<file path="src/logic/mafpm_pkg.sv">
// constants and carrier types for the address filter and phy management block
`default_nettype none
package mafpm_pkg;
    // register byte offsets
    localparam logic [11:0] OFS_ADDR_HIGH = 12'h104;
    localparam logic [11:0] OFS_ADDR_LOW = 12'h108;
    localparam logic [11:0] OFS_HASH_UPPER = 12'h10c;
    localparam logic [11:0] OFS_HASH_LOWER = 12'h110;
    localparam logic [11:0] OFS_MGMT_CMD = 12'h114;
    localparam logic [11:0] OFS_MGMT_VALUE = 12'h118;
    localparam logic [11:0] OFS_FILTER_CTRL = 12'h140;
    // reset values
    localparam logic [15:0] RST_ADDR_HIGH = 16'hffff;
    localparam logic [31:0] RST_ADDR_LOW = 32'hffff_ffff;
    localparam logic [31:0] RST_HASH = 32'h0000_0000;
    localparam logic [15:0] RST_MGMT_VALUE = 16'h0000;
    localparam logic [4:0] RST_FIELD5 = 5'h00;
    // management command and filter control fields
    localparam int CMD_PHY_ADDR_LSB = 11;
    localparam int CMD_REG_IDX_LSB = 6;
    localparam int CMD_WRITE_BIT = 1;
    localparam int CMD_BUSY_BIT = 0;
    localparam int FILT_PASS_ALL_BIT = 0;
    // management frame layout, bit positions counted from the first bit sent
    localparam logic [5:0] FRM_LAST_BIT = 6'h3f;
    localparam logic [5:0] FRM_TA_FIRST = 6'h2e;
    localparam logic [5:0] FRM_DATA_FIRST = 6'h30;
    localparam logic [31:0] FRM_PREAMBLE = 32'hffff_ffff;
    localparam logic [1:0] FRM_START = 2'h1;
    localparam logic [1:0] FRM_OP_WRITE = 2'h1;
    localparam logic [1:0] FRM_OP_READ = 2'h2;
    localparam logic [1:0] FRM_TA_WRITE = 2'h2;
    // crc
    localparam logic [31:0] CRC_INIT = 32'hffff_ffff;
    localparam logic [31:0] CRC_POLY_REFL = 32'hedb8_8320;
    // timing: half period of the management clock
    localparam int CLK_MHZ = 200;
    localparam int MDC_HALF_NS = 200;
    localparam int MDC_HALF_CYC = (MDC_HALF_NS * CLK_MHZ + 999) / 1000;

    typedef enum {
        MG_IDLE,
        MG_RUN
    } mafpm_mg_state_t;

    typedef struct packed {
        logic valid;
        logic [47:0] dest;
    } mafpm_rx_req_t;

    typedef struct packed {
        logic done;
        logic accept;
        logic group;
        logic [5:0] hash_idx;
    } mafpm_rx_res_t;

    typedef struct packed {
        logic mdc;
        logic mdio_out;
        logic mdio_oe;
    } mafpm_mdio_drv_t;
endpackage
`default_nettype wire

</file>
<file path="src/logic/mafpm_top.sv">
// station address, group hash filter and phy management over wishbone
//
// Local design decision: the Wishbone slave port.
`timescale 1ns/1ps
`default_nettype none

// Notes on behaviour
// [RULE1] address high holds station address 47:32 in bits 15:0, rest reads 0
// [RULE2] address low holds station address 31:0, fully read and write
// [RULE3] first received octet is low byte 0, sixth is high byte 1
// [RULE4] six-bit index: top bit picks table word, five bits pick the bit
// [RULE5] index zero is lower word bit 0; all ones is upper word bit 31
// [RULE6] group frame accepted when chosen table bit is one, else rejected
// [RULE7] pass-all-group setting accepts every group frame, table ignored
// [RULE8] upper table register holds hash bits 63:32, lower holds 31:0
// [RULE9] software writes phy address one on every access
// [RULE10] register index field 10:6 selects the phy register
// [RULE11] write-select one writes value register to phy; zero reads into it
// [RULE12] software sets busy to start; device clears it when access ends
// [RULE13] software waits for busy zero before writing command or value
// [RULE14] value register stays unchanged by software during a phy write
// [RULE15] after a read completes, value bits 15:0 hold the phy data
// [RULE16] value register: 16-bit field in 15:0, upper bits read zero
// [RULE17] each access is a standard clause 22 management frame
// [RULE18] group hash index comes from crc-32 over destination address
// [RULE19] unicast destination is compared with programmed station address
module mafpm_top #(
    parameter int DIV_HALF = mafpm_pkg::MDC_HALF_CYC
) (
    input wire logic core_clk,
    input wire logic arst_n,
    // wishbone classic slave
    input wire logic wb_cyc_i,
    input wire logic wb_stb_i,
    input wire logic wb_we_i,
    input wire logic [11:0] wb_adr_i,
    input wire logic [3:0] wb_sel_i,
    input wire logic [31:0] wb_dat_i,
    output logic [31:0] wb_dat_o,
    output logic wb_ack_o,
    // receive path destination check
    input wire mafpm_pkg::mafpm_rx_req_t rx_req,
    output mafpm_pkg::mafpm_rx_res_t rx_res,
    // management pins
    input wire logic mdio_in,
    output mafpm_pkg::mafpm_mdio_drv_t mdio_drv,
    output logic phy_access_busy
);
    localparam int DIV_W = 8;

    // the divider counter must hold DIV_HALF - 1
    if (DIV_HALF < 1 || DIV_HALF >= (1 << DIV_W)) begin : g_bad_div
        $error("DIV_HALF out of range");
    end

    typedef struct packed {
        logic wb_ack;
        logic [31:0] wb_dat;
        logic [15:0] station_address_high;
        logic [31:0] station_address_low;
        logic [31:0] group_hash_upper;
        logic [31:0] group_hash_lower;
        logic accept_all_group_frames;
        logic [4:0] phy_addr;
        logic [4:0] phy_register_index;
        logic phy_write_select;
        logic phy_access_busy;
        logic [15:0] mgmt_value;
        mafpm_pkg::mafpm_mg_state_t mg;
        logic [DIV_W-1:0] div;
        logic [5:0] bit_cnt;
        logic [63:0] shreg;
        logic [15:0] rd_shreg;
        logic mdc;
        logic mdio_oe;
        logic [2:0] mdio_sync;
        logic mdio_filt;
        mafpm_pkg::mafpm_rx_res_t rx;
    } mafpm_state_t;

    mafpm_state_t state_ff;
    mafpm_state_t nxt_state;

    // byte-lane merge for wishbone select
    function automatic logic [31:0] lane_merge(
        input logic [31:0] old_v,
        input logic [31:0] new_v,
        input logic [3:0] sel
    );
        logic [31:0] r;
        r = old_v;
        for (int i = 0; i < 4; i++) begin
            if (sel[i]) begin
                r[i*8 +: 8] = new_v[i*8 +: 8];
            end
        end
        return r;
    endfunction

    // reflected crc-32, octet 0 first, each octet lsb first
    function automatic logic [31:0] crc48(input logic [47:0] d);
        logic [31:0] c;
        c = mafpm_pkg::CRC_INIT;
        for (int i = 0; i < 48; i++) begin
            if (c[0] ^ d[i]) begin
                c = (c >> 1) ^ mafpm_pkg::CRC_POLY_REFL;
            end else begin
                c = c >> 1;
            end
        end
        return c;
    endfunction

    logic [31:0] rx_crc;
    logic [5:0] rx_idx;
    logic rx_group;
    logic [63:0] hash_table;
    logic wb_req;
    logic [31:0] cmd_view;
    logic div_tick;

    assign rx_crc = crc48(rx_req.dest); // [RULE18]
    // top crc bits in msb-first order form the index
    generate
        for (genvar g = 0; g < 6; g++) begin : g_idx
            assign rx_idx[g] = rx_crc[5 - g]; // [RULE18]
        end
    endgenerate
    assign rx_group = rx_req.dest[0];
    assign hash_table = {state_ff.group_hash_upper,
                         state_ff.group_hash_lower}; // [RULE8]
    assign wb_req = wb_cyc_i && wb_stb_i && !state_ff.wb_ack;
    assign div_tick = (state_ff.div == DIV_W'(DIV_HALF - 1));
    assign cmd_view = {16'h0000,
                       state_ff.phy_addr,
                       state_ff.phy_register_index,
                       4'h0,
                       state_ff.phy_write_select,
                       state_ff.phy_access_busy};

    always_comb begin
        nxt_state = state_ff;
        nxt_state.wb_ack = wb_req;
        nxt_state.rx.done = 1'b0;
        nxt_state.mdio_sync = {state_ff.mdio_sync[1:0], mdio_in};
        // a pin change counts once the second and third stages agree
        if (state_ff.mdio_sync[1] == state_ff.mdio_sync[2]) begin
            nxt_state.mdio_filt = state_ff.mdio_sync[2];
        end

        // wishbone access, answered one cycle after the request
        if (wb_req) begin
            nxt_state.wb_dat = 32'h0000_0000;
            case (wb_adr_i)
                mafpm_pkg::OFS_ADDR_HIGH: begin
                    nxt_state.wb_dat = {16'h0000,
                        state_ff.station_address_high}; // [RULE1]
                    if (wb_we_i) begin
                        nxt_state.station_address_high = 16'(lane_merge(
                            {16'h0000, state_ff.station_address_high},
                            wb_dat_i, wb_sel_i)); // [RULE1]
                    end
                end
                mafpm_pkg::OFS_ADDR_LOW: begin
                    nxt_state.wb_dat = state_ff.station_address_low;
                    if (wb_we_i) begin
                        nxt_state.station_address_low = lane_merge(
                            state_ff.station_address_low,
                            wb_dat_i, wb_sel_i); // [RULE2]
                    end
                end
                mafpm_pkg::OFS_HASH_UPPER: begin
                    nxt_state.wb_dat = state_ff.group_hash_upper;
                    if (wb_we_i) begin
                        nxt_state.group_hash_upper = lane_merge(
                            state_ff.group_hash_upper,
                            wb_dat_i, wb_sel_i); // [RULE8]
                    end
                end
                mafpm_pkg::OFS_HASH_LOWER: begin
                    nxt_state.wb_dat = state_ff.group_hash_lower;
                    if (wb_we_i) begin
                        nxt_state.group_hash_lower = lane_merge(
                            state_ff.group_hash_lower,
                            wb_dat_i, wb_sel_i); // [RULE8]
                    end
                end
                mafpm_pkg::OFS_MGMT_CMD: begin
                    nxt_state.wb_dat = cmd_view;
                    // writes while busy are dropped so a running frame
                    // cannot be corrupted
                    if (wb_we_i && !state_ff.phy_access_busy) begin // [RULE13]
                        if (wb_sel_i[1]) begin
                            nxt_state.phy_addr = wb_dat_i[
                                mafpm_pkg::CMD_PHY_ADDR_LSB +: 5];
                        end
                        if (wb_sel_i[0] && wb_sel_i[1]) begin
                            nxt_state.phy_register_index = wb_dat_i[
                                mafpm_pkg::CMD_REG_IDX_LSB +: 5]; // [RULE10]
                        end
                        if (wb_sel_i[0]) begin
                            nxt_state.phy_write_select = wb_dat_i[
                                mafpm_pkg::CMD_WRITE_BIT]; // [RULE11]
                            nxt_state.phy_access_busy = wb_dat_i[
                                mafpm_pkg::CMD_BUSY_BIT]; // [RULE12]
                        end
                    end
                end
                mafpm_pkg::OFS_MGMT_VALUE: begin
                    nxt_state.wb_dat = {16'h0000, state_ff.mgmt_value};
                    if (wb_we_i && !state_ff.phy_access_busy) begin // [RULE14]
                        nxt_state.mgmt_value = 16'(lane_merge(
                            {16'h0000, state_ff.mgmt_value},
                            wb_dat_i, wb_sel_i)); // [RULE16]
                    end
                end
                mafpm_pkg::OFS_FILTER_CTRL: begin
                    nxt_state.wb_dat = {31'h0000_0000,
                        state_ff.accept_all_group_frames};
                    if (wb_we_i && wb_sel_i[0]) begin
                        nxt_state.accept_all_group_frames = wb_dat_i[
                            mafpm_pkg::FILT_PASS_ALL_BIT];
                    end
                end
                default: begin
                    nxt_state.wb_dat = 32'h0000_0000;
                end
            endcase
        end

        // management frame engine
        case (state_ff.mg)
            mafpm_pkg::MG_IDLE: begin
                nxt_state.div = '0;
                nxt_state.mdc = 1'b0;
                nxt_state.mdio_oe = 1'b0;
                if (state_ff.phy_access_busy) begin // [RULE12]
                    nxt_state.mg = mafpm_pkg::MG_RUN;
                    nxt_state.bit_cnt = '0;
                    nxt_state.mdio_oe = 1'b1;
                    nxt_state.shreg = {mafpm_pkg::FRM_PREAMBLE,
                        mafpm_pkg::FRM_START,
                        state_ff.phy_write_select ? mafpm_pkg::FRM_OP_WRITE
                                                  : mafpm_pkg::FRM_OP_READ,
                        state_ff.phy_addr,
                        state_ff.phy_register_index,
                        mafpm_pkg::FRM_TA_WRITE,
                        state_ff.mgmt_value}; // [RULE17] [RULE10] [RULE11]
                end
            end
            mafpm_pkg::MG_RUN: begin
                nxt_state.div = div_tick ? '0 : state_ff.div + 1'b1;
                if (div_tick && !state_ff.mdc) begin
                    nxt_state.mdc = 1'b1;
                    // the phy drives read data after the turnaround
                    if (!state_ff.phy_write_select &&
                        state_ff.bit_cnt >= mafpm_pkg::FRM_DATA_FIRST) begin
                        nxt_state.rd_shreg = {state_ff.rd_shreg[14:0],
                                              state_ff.mdio_filt};
                    end
                end else if (div_tick) begin
                    nxt_state.mdc = 1'b0;
                    if (state_ff.bit_cnt == mafpm_pkg::FRM_LAST_BIT) begin
                        nxt_state.mg = mafpm_pkg::MG_IDLE;
                        nxt_state.mdio_oe = 1'b0;
                        nxt_state.phy_access_busy = 1'b0; // [RULE12]
                        if (!state_ff.phy_write_select) begin
                            nxt_state.mgmt_value =
                                state_ff.rd_shreg; // [RULE15]
                        end
                    end else begin
                        nxt_state.bit_cnt = state_ff.bit_cnt + 1'b1;
                        nxt_state.shreg = {state_ff.shreg[62:0], 1'b0};
                        // release the line from turnaround onward on reads
                        nxt_state.mdio_oe = state_ff.phy_write_select ||
                            (state_ff.bit_cnt + 1'b1 <
                             mafpm_pkg::FRM_TA_FIRST); // [RULE11]
                    end
                end
            end
            default: begin
                nxt_state.mg = mafpm_pkg::MG_IDLE;
            end
        endcase

        // destination address decision, one cycle after the request
        if (rx_req.valid) begin
            nxt_state.rx.done = 1'b1;
            nxt_state.rx.group = rx_group;
            nxt_state.rx.hash_idx = rx_idx; // [RULE4] [RULE5]
            if (rx_group) begin
                nxt_state.rx.accept = state_ff.accept_all_group_frames ||
                    hash_table[rx_idx]; // [RULE6] [RULE7]
            end else begin
                nxt_state.rx.accept = rx_req.dest ==
                    {state_ff.station_address_high,
                     state_ff.station_address_low}; // [RULE19] [RULE3]
            end
        end
    end

    always_ff @(posedge core_clk or negedge arst_n) begin
        if (!arst_n) begin
            state_ff <= '0;
            state_ff.station_address_high <= mafpm_pkg::RST_ADDR_HIGH;
            state_ff.station_address_low <= mafpm_pkg::RST_ADDR_LOW;
            state_ff.group_hash_upper <= mafpm_pkg::RST_HASH;
            state_ff.group_hash_lower <= mafpm_pkg::RST_HASH;
            state_ff.phy_addr <= mafpm_pkg::RST_FIELD5;
            state_ff.phy_register_index <= mafpm_pkg::RST_FIELD5;
            state_ff.mgmt_value <= mafpm_pkg::RST_MGMT_VALUE;
            state_ff.mg <= mafpm_pkg::MG_IDLE;
            state_ff.mdio_sync <= 3'h7;
            state_ff.mdio_filt <= 1'b1;
        end else begin
            state_ff <= nxt_state;
        end
    end

    assign wb_ack_o = state_ff.wb_ack;
    assign wb_dat_o = state_ff.wb_dat;
    assign rx_res = state_ff.rx;
    assign mdio_drv.mdc = state_ff.mdc;
    assign mdio_drv.mdio_out = state_ff.shreg[63];
    assign mdio_drv.mdio_oe = state_ff.mdio_oe;
    assign phy_access_busy = state_ff.phy_access_busy;
endmodule // mafpm_top
`default_nettype wire
</file>
<file path="config.mk">
export PLATFORM = sky130hd
export DESIGN_NAME = mafpm_top
export DESIGN_NICKNAME = d
export VERILOG_FILES = /design/src/logic/mafpm_pkg.sv /design/src/logic/mafpm_top.sv
export SDC_FILE = /design/constraint.sdc
export NUM_CORES = 1
export LEC_CHECK = 0
export CAP_MARGIN = 10
export CORE_UTILIZATION = 35
export CTS_BUF_LIST = sky130_fd_sc_hd__clkbuf_4
export DETAILED_ROUTE_END_ITERATION = 6
export DONT_BUFFER_PORTS = 1
export GPL_ROUTABILITY_DRIVEN = 0
export HOLD_SLACK_MARGIN = 0.02
export SLEW_MARGIN = 5
export SYNTH_ARGS = -nofsm -noshare
export SYNTH_HDL_FRONTEND = slang
export SYNTH_SLANG_ARGS = --single-unit
</file>
<file path="constraint.sdc">
create_clock -name core_clk -period 5.6 [get_ports core_clk]
set_clock_uncertainty 0.15 [all_clocks]
set_input_delay 0.28 -clock core_clk [delete_from_list [all_inputs] [get_ports core_clk]]
set_output_delay 0.28 -clock core_clk [all_outputs]
set_load 0.03 [all_outputs]
</file>
# Word-level counts from Yosys, hierarchy flattened

Cells that the tools add are included.

Flip-flop bits (word level): 315
Output and inout port bits: 46
Word-level logic and storage cells: 271

$add $sub $neg: 2
Order comparisons: 3
Equality and inequality tests: 18
Muxes and demuxes: 81
Bitwise operators: 94
Reduce and logical (&&, ||, !) cells: 38

Operator list:

| cell                                                 | count |
|---|---|
| two-way mux 32 bit                                   | 23 |
| NOT 13 -> 14 bit                                     | 21 |
| two-way mux 70 bit                                   | 4 |
| case mux 32 bit (7 select lines)                     | 1 |
| case mux 78 bit (2 select lines)                     | 1 |
| two-way mux 49 bit                                   | 3 |
| two-way mux 16 bit                                   | 7 |
| equality test 12 x 9 -> 1 bit, second input constant | 7 |
| AND reduction 4 bit                                  | 18 |
| case mux 32 bit (2 select lines)                     | 1 |
| two-way mux 10 bit                                   | 6 |
| two-way mux 28 bit                                   | 2 |
| two-way mux 25 bit                                   | 2 |
| equality test 48 bit                                 | 1 |
| bitwise XOR 1 bit                                    | 47 |
| two-way mux 22 bit                                   | 2 |
| two-way mux 17 bit                                   | 2 |
| equality test 32 x 1 -> 1 bit, second input constant | 1 |
| logical NOT 32 bit                                   | 1 |
| two-way mux 31 bit                                   | 1 |
| two-way mux 30 bit                                   | 1 |
| two-way mux 27 bit                                   | 1 |
| two-way mux 24 bit                                   | 1 |
| two-way mux 8 bit                                    | 3 |
| other kinds (38)                                     | 79 |

# Longest topological paths before layout

Depth after elaboration: 100
Mapped depth: 16
Gate-level depth less buffers: 13

# Least setup slack after synthesis

No wires, ideal clock.

Path kind: input port to flip-flop
Start: input rx_req[0] (netlist name)
End: register state_ff (netlist bit rx_res[7])
Setup time: 130 ps
Arrival time: 3910 ps
Required time: 5320 ps
Slack: 1411 ps
Cell stages on the path: 15
Path buffers: 3
Path through: buf_6 > xnor2_1 > xor3_2 > xnor2_2 > xnor3_2 > xnor3_1 > xnor2_2 > xnor3_1 > buf_6 > buf_12 > mux2_4 > a221oi_1 > nand3_1 > nand3_1 > a22oi_1

Cells in the longest elaborated chain, start to end: 70
Elaborated cells between the ends (all ways): 135
Those cells by class: eq/ne: 1; mux: 51; bitwise: 82; reduce/logical: 1

RTL lines:

| element                                                     | RTL line         | text |
|---|---|---|
| start, declared                                             | mafpm_top.sv:42  | `input wire mafpm_pkg::mafpm_rx_req_t rx_req,` |
| branches (longest 69 deep; another with two-way mux 32 bit) | --               |  |
| two-way mux 1 bit *                                         | mafpm_top.sv:291 | `if (rx_group) begin` |
| end signal, assigned                                        | mafpm_top.sv:316 | `state_ff <= nxt_state;` |
| end, declared                                               | mafpm_top.sv:81  | `mafpm_state_t state_ff;` |

Every way passes the cells marked *. The select of a mux whose other input is x is not followed.
A chain may end at the register's enable or synchronous reset.

# Worst setup path after layout

Start: input rx_req[8] (netlist name)
End: register state_ff (netlist bit rx_res[7])

Cells in the longest elaborated chain, start to end: 61
Elaborated cells between the ends (all ways): 112
Those cells by class: eq/ne: 1; mux: 43; bitwise: 67; reduce/logical: 1

RTL lines:

| element                                                     | RTL line |
|---|---|
| branches (longest 60 deep; another with two-way mux 32 bit) | -- |
| two-way mux 1 bit *                                         | mafpm_top.sv:291 |

Marks and branches as above.

==> flow_summary_export.csv <==
group,metric,value,unit
setup_path,cp_data_required_time,6.04,ns
yosys,yosysTopAreaCellShare,36.4,%
die,rows,77,
routing,drt-met1-wl,20.0,mm
placed_design,dp_hpwl,33.7,mm
timing,min_period,4.12,ns
timing,whs,-0.899,ns
routing,dr_wl_met3,3.28,mm
timing,min_period_over_period,73.6,%
timing,worst_pin_slew,0.987,ns
placed_design,dp_cells,1808,
timing,worst_slack,1.48,ns
setup_path,critical_path_buf_inv_count,1,
pwr,powerDensity,725,nW/um^2
clocking,postCtsSetupRepairBufs,0,
timing,grt_setup_unrepaired,"false",
finish,final-seq-area,7170,sq um
timing,fin_setup_tns,0,ns
global_route,grt_antenna_before_repair,9,
pwr,leakage,7.93,nW
yosys,syn_nets,1420,
routing,via_count,10896,
clocking,ctsHoldBuffers,69,
finish,final_util,40.1,%
routing,ant_nets,0,
pwr,ir_drop,0.00146,V
clocking,path_clk_slew,0.06,ns
finish,final_nets,1469,
routing,drt-pass1-iter-count,7,
setup_path,path_class,"input port to flop",
die,fp.dieArea,46400,sq um
clocking,cts_buffer_depth,3,
yosys,yosys.area.top_type,"dfrtp_1",
finish,drive_gt1_share,25.2,%
die,placeableCoreArea,44600,sq um
global_route,grt_usage,20.4,%
yosys,synth_area,15900,sq um
die,start_util,35.7,%
yosys,synth_cell_type_count,57,
yosys,synth_area_leaders,"dfrtp_1, mux2_2, dfstp_2",
clocking,cts-buffers-inserted,77,
yosys,synth_seq_cells,284,
routing,top_layer,"met5",
setup_path,crit_slowest_cell,"xnor3_2",
hold_path,hold_class,"input port to async pin",
clocking,h-tree-depth,3,
timing,fmax,243,MHz
outcome,status,"finished, violations left",
finish,nFillCells,4231,
routing,route.detailed.drc,0,
global_route,first_global_vias,11360,
die,dieWidth,215,microns
die,die_h,215,microns
global_route,grt.overflow.total,0,
clocking,clk_latency,0.77,ns
yosys,synth_edf_count,0,
yosys,post_synth.cell_area_avg,12.1,sq um
placed_design,portBuffers,0,
routing,avgRoutedWirePerCell,23.2,microns
finish,stdcell_count,2020,
timing,slew_headroom,34.0,%
finish,area_growth,12.2,%
timing,slew_viol_final,0,
die,pin_count,149,
routing,met2WireLength,22.2,mm
routing,drtIter0Drc,917,
setup_path,path_cells,"xnor2_1, xor3_2, xnor2_2, xnor3_2, xnor3_1, xnor2_2, xnor3_2, buf_4, mux2i_1, nor2_1, o22ai_1, nand4_1, nand3_1, a22oi_1",
routing,finalWirelength,46.8,mm
timing,setup_violations,0,
global_route,grt_pass1_wl,71.7,mm
setup_path,cp-start-kind,"input port",
yosys,ys_warn_count,0,
yosys,async_reset_ff_share,100,%
yosys,ys.flop_type,"dfrtp_1",
clocking,tritoncts,"done",
yosys,netlist_instances,1315,
clocking,cts_resized,0,
run,maxCapViolCount,0,
clocking,cts.sink_count,284,
finish,multi_input_area,8070,sq um
setup_path,endpoint_kind,"flop",
yosys,synth-seq-area-share,45.0,%
setup_path,arrival,4.56,ns
timing,hold_viol_final,284,
setup_path,cp_max_fo,29,
setup_path,crit_path_max_incr_delay,0.86,ns
routing,via_per_inst,5.39,
global_route,grt_max_degree,285,
clocking,cts_root_buf,"clkbuf_4",
setup_path,critPathTopFamily,"XOR/XNOR gates",
outcome,failed_checks,"negative hold slack",
placed_design,pre_cts_ws,0.790,ns
-- final timing paths --
kind | start | end | slack [ns] | cells past startpoint
max | rx_req[8] | rx_res[7]$_DFFE_PN0P_ | 1.48 | 14
min in group core_clk | wb_adr_i[7] | state_ff[149]$_DFF_PN0_ | 0.11 | 5
min | arst_n | state_ff[87]$_DFFE_PN0P_ | -0.90 | 0
max reg2reg | wb_ack_o$_DFF_PN0_ | state_ff[239]$_DFFE_PN1P_ | 1.50 | 8
min reg2reg | nxt_state[11]$_DFF_PN1_ | nxt_state[12]$_DFF_PN1_ | 0.21 | 0
max in group asynchronous | arst_n | rx_res[5]$_DFFE_PN0P_ | 5.61 | 0
-- power breakdown --
part / internal (W) / switching, W / leakage, nW
clock network: 0.00106 / 0.000883 / 0.597
registers: 0.00212 / 0.0000804 / 3.68
logic: 0.00400 / 0.00481 / 3.66
total: 0.00718 / 0.00578 / 7.93
-- metrics by stage --
stage | cell area, sq um | hold slack [ns] | total power, W
after floorplan | 15900 | -0.166 | 0.0116
after global placement | 16100 | -0.151 | 0.0108
after detailed placement | 16100 | -0.151 | 0.0109
after CTS | 17900 | -1.03 | 0.0129
after global routing | 17900 | -0.970 | 0.0134
final | 17900 | -0.899 | 0.0130
-- worst reg2reg max path, stage by stage, from the launching register on --
cell	delay (ns)
dfrtp_1	0.51
or2_2	0.65
clkinv_1	0.28
nand3_1	0.32
nor2_1	0.79
nand2_1	0.14
dlygate4sd3_1	0.59
o21ai_0	0.08
dlygate4sd3_1	0.58
-- flip-flops by register name, indices dropped and copies added (netlist names) --
name and cells:
phy_access_busy 1, cmd_view 11, nxt_state 2, rx_res 9, wb_dat_o 32, hash_table 64
state_ff 161, wb_ack_o 1, mdio_drv 3
-- final cells by class --
cell class | count | share of cell area (%)
diodes | 7 | 0.0980
clock buffers | 113 | 4.75
inverters | 17 | 0.357
clock inverters | 23 | 0.980
multi-input cells | 902 | 45.1
well taps | 592 | 4.14
repair buffers | 82 | 4.41
flip-flops and latches | 284 | 40.1
-- synth_stat cells, types with 5 or more instances --
master,count
xor3_1,7
nor2_1,42
mux2_2,144
buf_2,7
nand2b_1,5
o21ai_0,73
xnor2_2,12
mux2i_1,87
dfrtp_1,232
nand2_1,92
xnor3_1,42
a21oi_1,13
and2_1,6
nand4_1,16
and3_1,7
buf_4,47
dfstp_2,52
nor2b_1,6
inv_1,14
o22a_1,34
a22oi_1,15
a222oi_1,36
xnor2_1,128
nor4_1,7
nand3_1,23
nor3_1,8
a22o_1,19
clkbuf_1,51
xor2_1,36
-- kinds of logic after synthesis --
| family | share of synthesized area [%] |
|---|---|
| fa+ha+maj | 0.220 |
| compound gates | 9.59 |
| simple gates | 6.45 |
| buf+inv | 4.49 |
| mux | 15.8 |
| flops | 45.0 |
| xor+xnor | 18.4 |
-- per-layer routing --
metal	vias to the layer above	global-route usage, %
met2	375	33.0
met1	5565	26.3
met3	82	5.27
met4	2	7.61
li1	4872	-
met5	-	0
-- cell usage in the layout, fill, tap and decap left out, types with 15 or more instances in the layout --
cell type,count
a222oi_1,36
a22o_1,19
nand4_1,16
dlygate4sd3_1,69
mux2_2,144
nor2_1,40
xnor3_1,41
nand3_1,23
o22a_1,34
nand2_1,92
a22oi_1,15
dfrtp_1,232
o21ai_0,73
mux2i_1,87
clkbuf_4,113
clkinv_1,20
xnor2_1,128
dfstp_2,52
xor2_1,36
Note: power is estimated with default switching activity, not from simulation.
